$ cat config.mk
export PLATFORM = sky130hd
export DESIGN_NAME = pmc_power_ctrl
export DESIGN_NICKNAME = d
export VERILOG_FILES = /design/src/pmc_pkg.sv /design/src/pmc_if.sv /design/src/pmc_baud_dec.sv /design/src/pmc_power_ctrl.sv
export VERILOG_INCLUDE_DIRS = /design/src
export SDC_FILE = /design/constraint.sdc
export NUM_CORES = 1
export LEC_CHECK = 0
export CAP_MARGIN = 5
export CORE_UTILIZATION = 49
export DETAILED_ROUTE_END_ITERATION = 7
export DONT_BUFFER_PORTS = 1
export PLACE_DENSITY_LB_ADDON = 0.15
export SYNTH_ARGS = -nofsm -noshare
export SYNTH_HDL_FRONTEND = slang
export SYNTH_SLANG_ARGS = --single-unit
$ cat constraint.sdc
create_clock -name clk -period 3.6 [get_ports clk]
set_clock_uncertainty 0.2 [all_clocks]
set_input_delay 0.36 -clock clk [delete_from_list [all_inputs] [get_ports clk]]
set_output_delay 0.36 -clock clk [all_outputs]
set_load 0.01 [all_outputs]
$ cat src/pmc_cfg.svh
`ifndef PMC_CFG_SVH
`define PMC_CFG_SVH
// register byte address on the apb bus (printed offset is not a multiple of four)
`define PMC_IDX_POWER_CONTROL   8'h87
`define PMC_ADDR_POWER_CONTROL  12'h21c
// extra status register of our own: low-power mode view
`define PMC_ADDR_MODE_STATUS    12'h220
// bit positions inside power_control
`define PMC_BIT_BAUD_DOUBLE     7
`define PMC_BIT_FE_ACCESS       6
`define PMC_BIT_RESERVED        5
`define PMC_BIT_COLD_START      4
`define PMC_BIT_USER_FLAG_1     3
`define PMC_BIT_USER_FLAG_0     2
`define PMC_BIT_POWER_DOWN      1
`define PMC_BIT_CPU_SLEEP       0
// reset value of the non-cold-start bits
`define PMC_RESET_VALUE         8'h00
`define PMC_SERIAL_MODE2        2'h2
`define PMC_SERIAL_MODE1        2'h1
`define PMC_SERIAL_MODE3        2'h3
`endif

$ cat src/pmc_pkg.sv
package pmc_pkg;
    // low-power state of the core
    typedef enum logic [1:0] {
        PMC_RUN,
        PMC_IDLE,
        PMC_POWER_DOWN
    } pmc_mode_type;
endpackage

$ cat src/pmc_if.sv
`timescale 1ns/1ps
`default_nettype none
// link between the register core and the serial-option decoder
interface pmc_opt_if;
    logic       baud_double;   // doubling enabled
    logic       fe_access_sel; // frame error routing select
    logic [1:0] serial_mode;   // current serial mode
    logic       t1_baud_src;   // timer 1 overflow is the baud source
    logic       baud_x2;       // doubling really applies
    modport core (output baud_double, output fe_access_sel, output serial_mode, output t1_baud_src, input baud_x2);
    modport dec  (input baud_double, input fe_access_sel, input serial_mode, input t1_baud_src, output baud_x2);
endinterface
`default_nettype wire

$ cat src/pmc_baud_dec.sv
`timescale 1ns/1ps
`default_nettype none
`include "pmc_cfg.svh"
// decides whether the baud doubling applies in the current serial mode
module pmc_baud_dec (
    pmc_opt_if.dec opt
);
    // when doubling is enabled, mode 2 always doubles; modes 1 and 3 only with timer 1 as source
    always_comb begin
        opt.baud_x2 = opt.baud_double &&
                      ((opt.serial_mode == `PMC_SERIAL_MODE2) ||
                       (((opt.serial_mode == `PMC_SERIAL_MODE1) ||
                         (opt.serial_mode == `PMC_SERIAL_MODE3)) && opt.t1_baud_src));
    end
endmodule
`default_nettype wire

$ cat src/pmc_power_ctrl.sv
// Our own choice: the APB slave port.
`timescale 1ns/1ps
`default_nettype none
`include "pmc_cfg.svh"
module pmc_power_ctrl (
    input  wire logic        clk,             // 20 mhz system clock
    input  wire logic        sys_rst,         // synchronous reset, any source
    input  wire logic        por_rst,         // high with sys_rst when reset is power-on
    input  wire logic        psel,            // apb select
    input  wire logic        penable,         // apb access phase
    input  wire logic        pwrite,          // apb direction
    input  wire logic [11:0] paddr,           // apb byte address
    input  wire logic [31:0] pwdata,          // apb write data
    output logic      [31:0] prdata,          // apb read data
    output logic             pready,          // apb ready
    output logic             pslverr,         // apb error
    input  wire logic        wake_irq,        // any enabled interrupt request
    input  wire logic [1:0]  serial_mode,     // serial port mode
    input  wire logic        t1_baud_src,     // timer 1 is baud source
    input  wire logic        serial_mode_bit0,// stored serial mode bit 0
    input  wire logic        frame_error_flag,// framing error flag
    output logic             cpu_clk_en,      // cpu clock gate
    output logic             periph_clk_en,   // peripheral clock gate
    output logic             isr_start,       // pulse: fetch waking isr, then resume
    output logic             baud_x2,         // serial baud doubling active
    output logic             serial_ctrl_bit7 // read view of serial control bit 7
);
    // all state of this block lives in one packed record:
    // - the power control byte as software sees it
    // - the low-power mode the core is in
    // - the registered bus answer (data, ready, error)
    // - the registered clock gates and the wake pulse
    // - the registered serial option views
    // every top-level output is a field of this record, so each one
    // comes straight from a flip-flop and never glitches while the
    // clock gates downstream sample it.
    // the price is one cycle of latency on the serial option views,
    // which the serial port tolerates since its settings change slowly.
    typedef struct packed {
        logic [7:0]               power_control; // register image
        pmc_pkg::pmc_mode_type    mode;          // current low-power state
        logic [31:0]              prdata;        // read data of the answer
        logic                     pready;        // one-cycle answer strobe
        logic                     pslverr;       // error, valid with pready
        logic                     cpu_clk_en;    // cpu clock may run
        logic                     periph_clk_en; // peripheral clocks may run
        logic                     isr_start;     // one-cycle wake pulse
        logic                     baud_x2;       // doubling in effect
        logic                     sc_bit7;       // serial control bit 7 view
    } pmc_state_type;

    pmc_state_type state_reg;  // all registered state
    pmc_state_type state_next; // next value
    pmc_opt_if     opt ();     // link to decoder

    // the option bits go to the decoder straight from the stored byte;
    // the serial mode and baud source come from the serial port pins.
    // the decoder is pure logic, its answer is registered below.
    assign opt.baud_double   = state_reg.power_control[`PMC_BIT_BAUD_DOUBLE];
    assign opt.fe_access_sel = state_reg.power_control[`PMC_BIT_FE_ACCESS];
    assign opt.serial_mode   = serial_mode;
    assign opt.t1_baud_src   = t1_baud_src;

    pmc_baud_dec u_dec (
        .opt (opt)
    );

    // true on the access phase of an apb transfer.
    // used for every register decode, so kept in one place; the
    // setup phase alone never changes any state.
    // true on the access phase of an apb transfer
    function automatic logic apb_hit(input logic sel, input logic en);
        apb_hit = sel && en;
    endfunction

    // next-state logic.
    // bus walk: setup at one edge, access phase at the next; the edge
    // that sees the access phase with no answer pending takes the
    // request, updates the byte and raises pready for one cycle.
    // the master drops psel and penable at the edge that sees pready,
    // and the pending answer blocks a second take of the same access.
    // low-power entry: a write with the power-down bit set always wins
    // over the idle bit, and the idle bit is cleared at once so that
    // the core does not fall into idle when power-down ends.
    // wake: any enabled interrupt ends either low-power state; the
    // request bits clear and a one-cycle pulse tells the core to fetch
    // the waking service routine before it resumes after the sleep.
    // wake is placed after the bus decode, so it wins over a write of
    // the request bits in the same cycle; a sleeping core cannot write
    // anyway, so this only matters for a late bus access.
    // limitation: writes to the status word are refused with an error,
    // and any other address answers zero data with an error.
    always_comb begin
        logic [7:0] w; // incoming byte
        w = pwdata[7:0];
        state_next = state_reg;
        state_next.pready    = 1'b0;
        state_next.pslverr   = 1'b0;
        state_next.isr_start = 1'b0;
        // apb answers one cycle after the access phase begins
        if (apb_hit(psel, penable) && !state_reg.pready) begin
            state_next.pready = 1'b1;
            if (paddr == `PMC_ADDR_POWER_CONTROL) begin
                state_next.prdata = {24'h000000, state_reg.power_control};
                if (pwrite) begin
                    // reserved bit keeps its stored value whatever is written
                    w[`PMC_BIT_RESERVED] = state_reg.power_control[`PMC_BIT_RESERVED];
                    state_next.power_control = w;
                    // power-down wins when both requests land together
                    if (w[`PMC_BIT_POWER_DOWN]) begin
                        state_next.power_control[`PMC_BIT_CPU_SLEEP] = 1'b0;
                        state_next.mode = pmc_pkg::PMC_POWER_DOWN;
                    end else if (w[`PMC_BIT_CPU_SLEEP]) begin
                        state_next.mode = pmc_pkg::PMC_IDLE;
                    end
                end
            end else if (paddr == `PMC_ADDR_MODE_STATUS) begin
                state_next.prdata = {30'h0, state_reg.mode};
                state_next.pslverr = pwrite; // status is read-only
            end else begin
                // unmapped address: zero data with an error
                state_next.prdata  = 32'h00000000;
                state_next.pslverr = 1'b1;
            end
        end
        // wake: clocks restart and the isr is fetched next, then code resumes
        if (wake_irq && state_reg.mode != pmc_pkg::PMC_RUN) begin
            state_next.mode = pmc_pkg::PMC_RUN;
            state_next.power_control[`PMC_BIT_POWER_DOWN] = 1'b0;
            state_next.power_control[`PMC_BIT_CPU_SLEEP]  = 1'b0;
            state_next.isr_start = 1'b1;
        end
        // clock gates follow the next mode so they change with the state
        state_next.cpu_clk_en    = (state_next.mode == pmc_pkg::PMC_RUN);
        state_next.periph_clk_en = (state_next.mode != pmc_pkg::PMC_POWER_DOWN);
        state_next.baud_x2 = opt.baud_x2;
        // the select travels with the other options through the link
        state_next.sc_bit7 = opt.fe_access_sel ? frame_error_flag
                                               : serial_mode_bit0;
    end

    // state register; among resets only power-on reset moves the cold-start flag.
    // every reset clears the other bits and returns the core to run
    // with both clock gates open, so a reset never leaves it asleep.
    // the cold-start flag is set by power-on reset and simply kept by
    // any other reset; software must clear it itself if it wants to
    // tell a later warm reset apart from a cold start.
    // reset is synchronous: it needs at least one clock edge while high.
    always_ff @(posedge clk) begin
        if (sys_rst) begin
            state_reg <= '0;
            state_reg.power_control <= `PMC_RESET_VALUE;
            state_reg.mode <= pmc_pkg::PMC_RUN;
            state_reg.cpu_clk_en <= 1'b1;
            state_reg.periph_clk_en <= 1'b1;
            if (por_rst) begin
                state_reg.power_control[`PMC_BIT_COLD_START] <= 1'b1;
            end else begin
                state_reg.power_control[`PMC_BIT_COLD_START] <=
                    state_reg.power_control[`PMC_BIT_COLD_START];
            end
        end else begin
            state_reg <= state_next;
        end
    end

    // outputs are plain wires from the state record, no logic between.
    // the clock gates are level signals: one means the clock may run.
    // isr_start and pready are one-cycle pulses; prdata and pslverr
    // are only meaningful while pready is high.
    assign prdata           = state_reg.prdata;
    assign pready           = state_reg.pready;
    assign pslverr          = state_reg.pslverr;
    assign cpu_clk_en       = state_reg.cpu_clk_en;
    assign periph_clk_en    = state_reg.periph_clk_en;
    assign isr_start        = state_reg.isr_start;
    assign baud_x2          = state_reg.baud_x2;
    assign serial_ctrl_bit7 = state_reg.sc_bit7;
endmodule
`default_nettype wire

==> results of run 1 <==
[Yosys cell counts, drive strengths merged]
cell type / n / area share
or4b: 1 / 0.012
nor4: 2 / 0.036
o22ai: 1 / 0.0053
nor3b: 1 / 0.0064
o21a: 1 / 0.0064
a21boi: 1 / 0.0064
a22oi: 5 / 0.032
nand3b: 2 / 0.013
o21ai: 3 / 0.013
mux2i: 6 / 0.051
inv: 2 / 0.0064
a31oi: 2 / 0.011
nand4b: 2 / 0.015
a21o: 1 / 0.0064
clkbuf: 1 / 0.0032
or4: 1 / 0.0095
nand4: 2 / 0.011
nor2: 15 / 0.048
edfxtp: 1 / 0.025
nand2: 7 / 0.024
nand2b: 3 / 0.016
a21oi: 4 / 0.017
a2bb2oi: 1 / 0.0074
mux2: 1 / 0.0095
and2: 1 / 0.0053
buf: 34 / 0.22
nor4b: 1 / 0.0074
a31o: 1 / 0.0074
dfxtp: 22 / 0.37
conb: 1 / 0.0032
[metal layers]
layer | wire length [um] | share of wire | up-vias
li1 | - | - | 380
met4 | 0 | 0 | 0
met1 | 823 | 0.42 | 365
met5 | 0 | 0 | -
met2 | 974 | 0.50 | 40
met3 | 167 | 0.085 | 0
[layout make-up]
| class | count | area (um^2) |
|---|---|---|
| fill | 226 | 1080 |
| multi-input combinational | 90 | 536 |
| sequential | 23 | 470 |
| timing repair buffer | 8 | 80.1 |
| tap | 28 | 35.0 |
| clock buffer | 4 | 26.3 |
| inverter | 2 | 7.51 |
[logic make-up (layout without fill, tap and decap cells)]
logic type,Yosys count,count (layout)
AND/OR/NAND/NOR,38,38
buffers and inverters,37,14
flip-flops,23,23
AO/OA/AOI/OAI,20,20
multiplexers,7,7
other,1,25
[critical path: stages]
cell                      delay, ps
sky130_fd_sc_hd__or4b_4         560
sky130_fd_sc_hd__nor4_4         770
sky130_fd_sc_hd__o21ai_0        190
sky130_fd_sc_hd__a31o_2         290
[per-stage QoR]
step / worst slack, ps / instance area, um^2
after detailed placement: 1100 / 1050
after CTS: 1440 / 1150
after floorplan: 1510 / 1270
after global placement: 1110 / 1050
final: 1440 / 1150
after global routing: 1290 / 1150
[final timing paths]
kind / startpoint / end / slack [ps]
max: paddr[8] / cpu_clk_en / 1440
min: pwdata[0] / state_reg[41] / 20
max reg2reg: pready / cpu_clk_en / 1570
min reg2reg: state_reg[42] / prdata[1] / 280
[power by group]
part           switching (mW)  internal (mW)  total, mW
registers             0.00167          0.259      0.260
logic                  0.0228         0.0119     0.0347
clock network          0.0733         0.0432      0.116
[repair_timing]
item / in CTS / in global routing
hold buffers: 8 / 0
buffers inserted: 0 / 0
gates resized for setup: 0 / 0
hold endpoints to repair: 17 / 0
==> results.json, run 1 <==
{
  "run_status": "complete, no violations",
  "overflow": 0,
  "clock_insertion_delay_worst_skew_ps": 300,
  "route.vias.total": 785,
  "die_y_um": 51.1,
  "synth.ff_latch_count": 23,
  "grtUsageMet1": 0.189,
  "place_inst": 143,
  "track_usage": 0.156,
  "cp_data_arrival_time_ps": 2170,
  "clk_pin_slew_worst_paths_ps": 120,
  "worstSetupEndpointType": "register",
  "timing.final.max_slew_violations": 0,
  "drt.antenna.violating_nets": 0,
  "min-delay-path-class": "in2reg",
  "drt-initial-drc-count": 8,
  "met3_usage": 0.0774,
  "via_count_of_the_first_global_routing_pass": 659,
  "r2r_cells": 4,
  "synthesis.area_mm2": 0.00118,
  "main_combinational_cell_family_by_area_after_synthesis": "buffers and inverters",
  "ys_seq_area_frac": 0.398,
  "number_of_cells_produced_by_synthesis": 126,
  "coreArea_mm2": 0.00223,
  "worstMarginPinSlew_ps": 812,
  "via_count_normalized_by_instance_count": 5.06,
  "synth.avg_cell_area_um2": 9.38,
  "hold_viol": 0,
  "gp_congestion": 0.750,
  "numCtsBuffers": 3,
  "drt_first_pass_iters": 4,
  "grt_pass1_wl_mm": 3.02,
  "worst-endpoint-required_ps": 3610,
  "power_density_mw_per_mm2": 356,
  "clock_sinks": 23,
  "floorplan.die.width_um": 51.1,
  "hold_ws_ps": 16.4,
  "routed_wire_length_per_instance_um": 12.7,
  "synthXorXnorAreaFrac": 0,
  "rows": 17,
  "design.die.area_mm2": 0.00261,
  "ys_warn_count": 0,
  "ir_drop_uv": 245,
  "clk_root_buffer_cell": "sky130_fd_sc_hd__clkbuf_4",
  "timing.setup.critical_path_class": "in2reg",
  "fraction_of_layout_cells_with_a_size_suffix_above_1": 0.0787,
  "dpl.hpwl_mm": 1.39,
  "final_util": 0.517,
  "finalPower_mw": 0.411,
  "yosys.cell_types.count": 33,
  "finalSetupViolations": 0,
  "synthToLayoutAreaGrowth_pct": -2.33,
  "max-slew-margin-rel": 0.455,
  "cts_htree_levels": 1,
  "io_buffer_count": 0,
  "power.static_leakage_nw": 0.446,
  "synth_compound_area_frac": 0.111,
  "min_period_ps": 2160,
  "initial_core_util": 0.529,
  "grt_busiest_layer": "met2",
  "rsz0062_at_grt": "false",
  "grtUsageMet2": 0.250,
  "setup_tns_ps": 0,
  "cts.path.max_buffers": 2,
  "cap_violations": 0,
  "cp_max_fo": 14,
  "instances_no_fill": 155,
  "commonest_cells_after_routing_fill_and_taps_aside": "sky130_fd_sc_hd__conb_1, sky130_fd_sc_hd__dfxtp_1, sky130_fd_sc_hd__nor2_1",
  "fmax_ghz": 0.463,
  "synth_fa_ha_area_frac": 0,
  "ioPinCount": 95,
  "fin_crit_sh": 0.599,
  "antenna_found_initial": 0,
  "grt_start_max_net_pins": 17,
  "crit_path_start_kind": "input pin",
  "detail_route.wirelength_mm": 1.97,
  "layout_commonest_cell": "sky130_fd_sc_hd__conb_1",
  "cts_tree": "yes",
  "synth_simple_gate_area_frac": 0.202,
  "hold_path_cell_cnt": 2,
  "muxShareOfSynthArea": 0.0603,
  "remaining_drc_errors": 0,
  "final_net_count": 184,
  "insertedDiodeCount": 0
}
No activity file was read; power rests on OpenSTA's default activity.
==> inputs of run 2 (changes only) <==
==> constraint.sdc (replaced) <==
create_clock -name clk -period 2.09 [get_ports clk]
set_clock_uncertainty 0.2 [all_clocks]
set_input_delay 0.209 -clock clk [delete_from_list [all_inputs] [get_ports clk]]
set_output_delay 0.209 -clock clk [all_outputs]
set_load 0.01 [all_outputs]
==> run 2 against run 1 <==
First-iteration DRC count increased by 50%. Critical path depth is 1 higher. Register-to-register slack got worse by 1100 ps. Worst setup slack worse by 1300 ps. Total power up 77%. Count of clock-buffer cells in the layout stayed put. Global-route usage up 1.1 points. Critical endpoint is now prdata[0]. Largest power group unchanged.
==> results.json, run 2 (synthesis results as in run 1) <==
{
  "drt_first_pass_iters": 4,
  "setup_tns_ps": 0,
  "commonest_cells_after_routing_fill_and_taps_aside": "sky130_fd_sc_hd__conb_1, sky130_fd_sc_hd__dfxtp_1, sky130_fd_sc_hd__dlygate4sd3_1",
  "route.vias.total": 868,
  "power_density_mw_per_mm2": 548,
  "via_count_normalized_by_instance_count": 5.08,
  "cts_htree_levels": 1,
  "insertedDiodeCount": 0,
  "multi_input_area_um2": 542,
  "worstMarginPinSlew_ps": 644,
  "grtUsageMet1": 0.176,
  "cts.path.max_buffers": 2,
  "swShare": 0.236,
  "place_inst": 145,
  "ff_latch_area_um2": 474,
  "gp_congestion": 0.799,
  "finalSetupViolations": 0,
  "cp_data_arrival_time_ps": 1990,
  "synthToLayoutAreaGrowth_pct": 12.5,
  "numCtsBuffers": 3,
  "worstSetupEndpointType": "register",
  "met3_usage": 0.0744,
  "internal_power_contribution_mw": 0.557,
  "dpl.hpwl_mm": 1.44,
  "antenna_found_initial": 0,
  "io_buffer_count": 0,
  "hold_ws_ps": 5.67,
  "reg_power_frac": 0.614,
  "power.switching_mw": 0.172,
  "clk_root_buffer_cell": "sky130_fd_sc_hd__clkbuf_4",
  "layout_commonest_cell": "sky130_fd_sc_hd__conb_1",
  "grt_start_max_net_pins": 19,
  "track_usage": 0.167,
  "final_net_count": 200,
  "cap_violations": 0,
  "grt_busiest_layer": "met2",
  "fraction_of_layout_cells_with_a_size_suffix_above_1": 0.105,
  "cts_tree": "yes",
  "cp_max_fo": 3,
  "grt_pass1_wl_mm": 3.24,
  "timing.final.max_slew_violations": 0,
  "hold_viol": 0,
  "min-delay-path-class": "in2reg",
  "clk_pin_slew_worst_paths_ps": 120,
  "design.die.area_mm2": 0.00261,
  "run_status": "complete, no violations",
  "initial_core_util": 0.529,
  "via_count_of_the_first_global_routing_pass": 763,
  "routed_wire_length_per_instance_um": 13.0,
  "p_clk_frac": 0.271,
  "num-fill-cells": 223,
  "die_y_um": 51.1,
  "detail_route.wirelength_mm": 2.22,
  "power.static_leakage_nw": 0.525,
  "crit_path_start_kind": "input pin",
  "rows": 17,
  "ir_drop_uv": 512,
  "worst-endpoint-required_ps": 2130,
  "drt-initial-drc-count": 12,
  "ioPinCount": 95,
  "clock_insertion_delay_worst_skew_ps": 300,
  "fin_crit_sh": 0.934,
  "max-slew-margin-rel": 0.569,
  "grtUsageMet2": 0.303,
  "clock_sinks": 23,
  "share_comb_of_total_power": 0.114,
  "instances_no_fill": 171,
  "fmax_ghz": 0.512,
  "min_period_ps": 1950,
  "final_util": 0.596,
  "timing.setup.critical_path_class": "in2reg",
  "drt.antenna.violating_nets": 0,
  "overflow": 0,
  "remaining_drc_errors": 0,
  "coreArea_mm2": 0.00223,
  "floorplan.die.width_um": 51.1
}
run 2: worst max-delay path, stage by stage:
cell and delay, ps:
sky130_fd_sc_hd__dlygate4sd3_1 550, sky130_fd_sc_hd__nor4b_2 350, sky130_fd_sc_hd__dlygate4sd3_1 610, sky130_fd_sc_hd__nand4_1 110
sky130_fd_sc_hd__a31oi_1 160
run 2: final timing paths:
| check | startpoint | end | slack, ps | cells after the start |
|---|---|---|---|---|
| max | paddr[3] | prdata[0] | 140 | 5 |
| min | sys_rst | state_reg[41] | 6 | 2 |
| max reg2reg | pready | state_reg[45] | 460 | 4 |
| min reg2reg | state_reg[42] | state_reg[42] | 280 | 2 |
run 2: power by group through the flow:
stage | Combinational (mW) | Sequential [mW] | Clock (mW)
2_1_floorplan | 0.0785 | 0.458 | 0
5_1_grt | 0.0906 | 0.448 | 0.225
6_report | 0.0834 | 0.448 | 0.198
3_3_place_gp | 0.0434 | 0.458 | 0
4_1_cts | 0.0787 | 0.448 | 0.206
3_5_place_dp | 0.0439 | 0.458 | 0
run 2: area by class of cell:
class,count,area share
well taps,28,0.0263
inverters,2,0.00564
clock buffers,4,0.0198
flip-flops and latches,23,0.357
repair buffers,24,0.184
multi-input cells,90,0.407
run 2: repair_timing:
action                                 CTS  global route
buffers inserted                         0             1
endpoints found under the hold margin   24             1
hold buffers                            20             2
setup endpoints to repair                0             2
gates resized for setup                  0             3
run 2: layer usage:
metal	wire [um]	part of all wire
met1	902	0.41
met2	1140	0.51
met3	170	0.076
met4	13	0.0058
met5	0	0
run 2: through the flow:
| step | area, um^2 | power [mW] | setup WS, ps |
|---|---|---|---|
| 2_1_floorplan | 1270 | 0.536 | 148 |
| 3_3_place_gp | 1080 | 0.502 | 139 |
| 3_5_place_dp | 1080 | 0.502 | 135 |
| 4_1_cts | 1300 | 0.733 | 40.4 |
| 5_1_grt | 1330 | 0.764 | -14.2 |
| 6_report | 1330 | 0.729 | 137 |
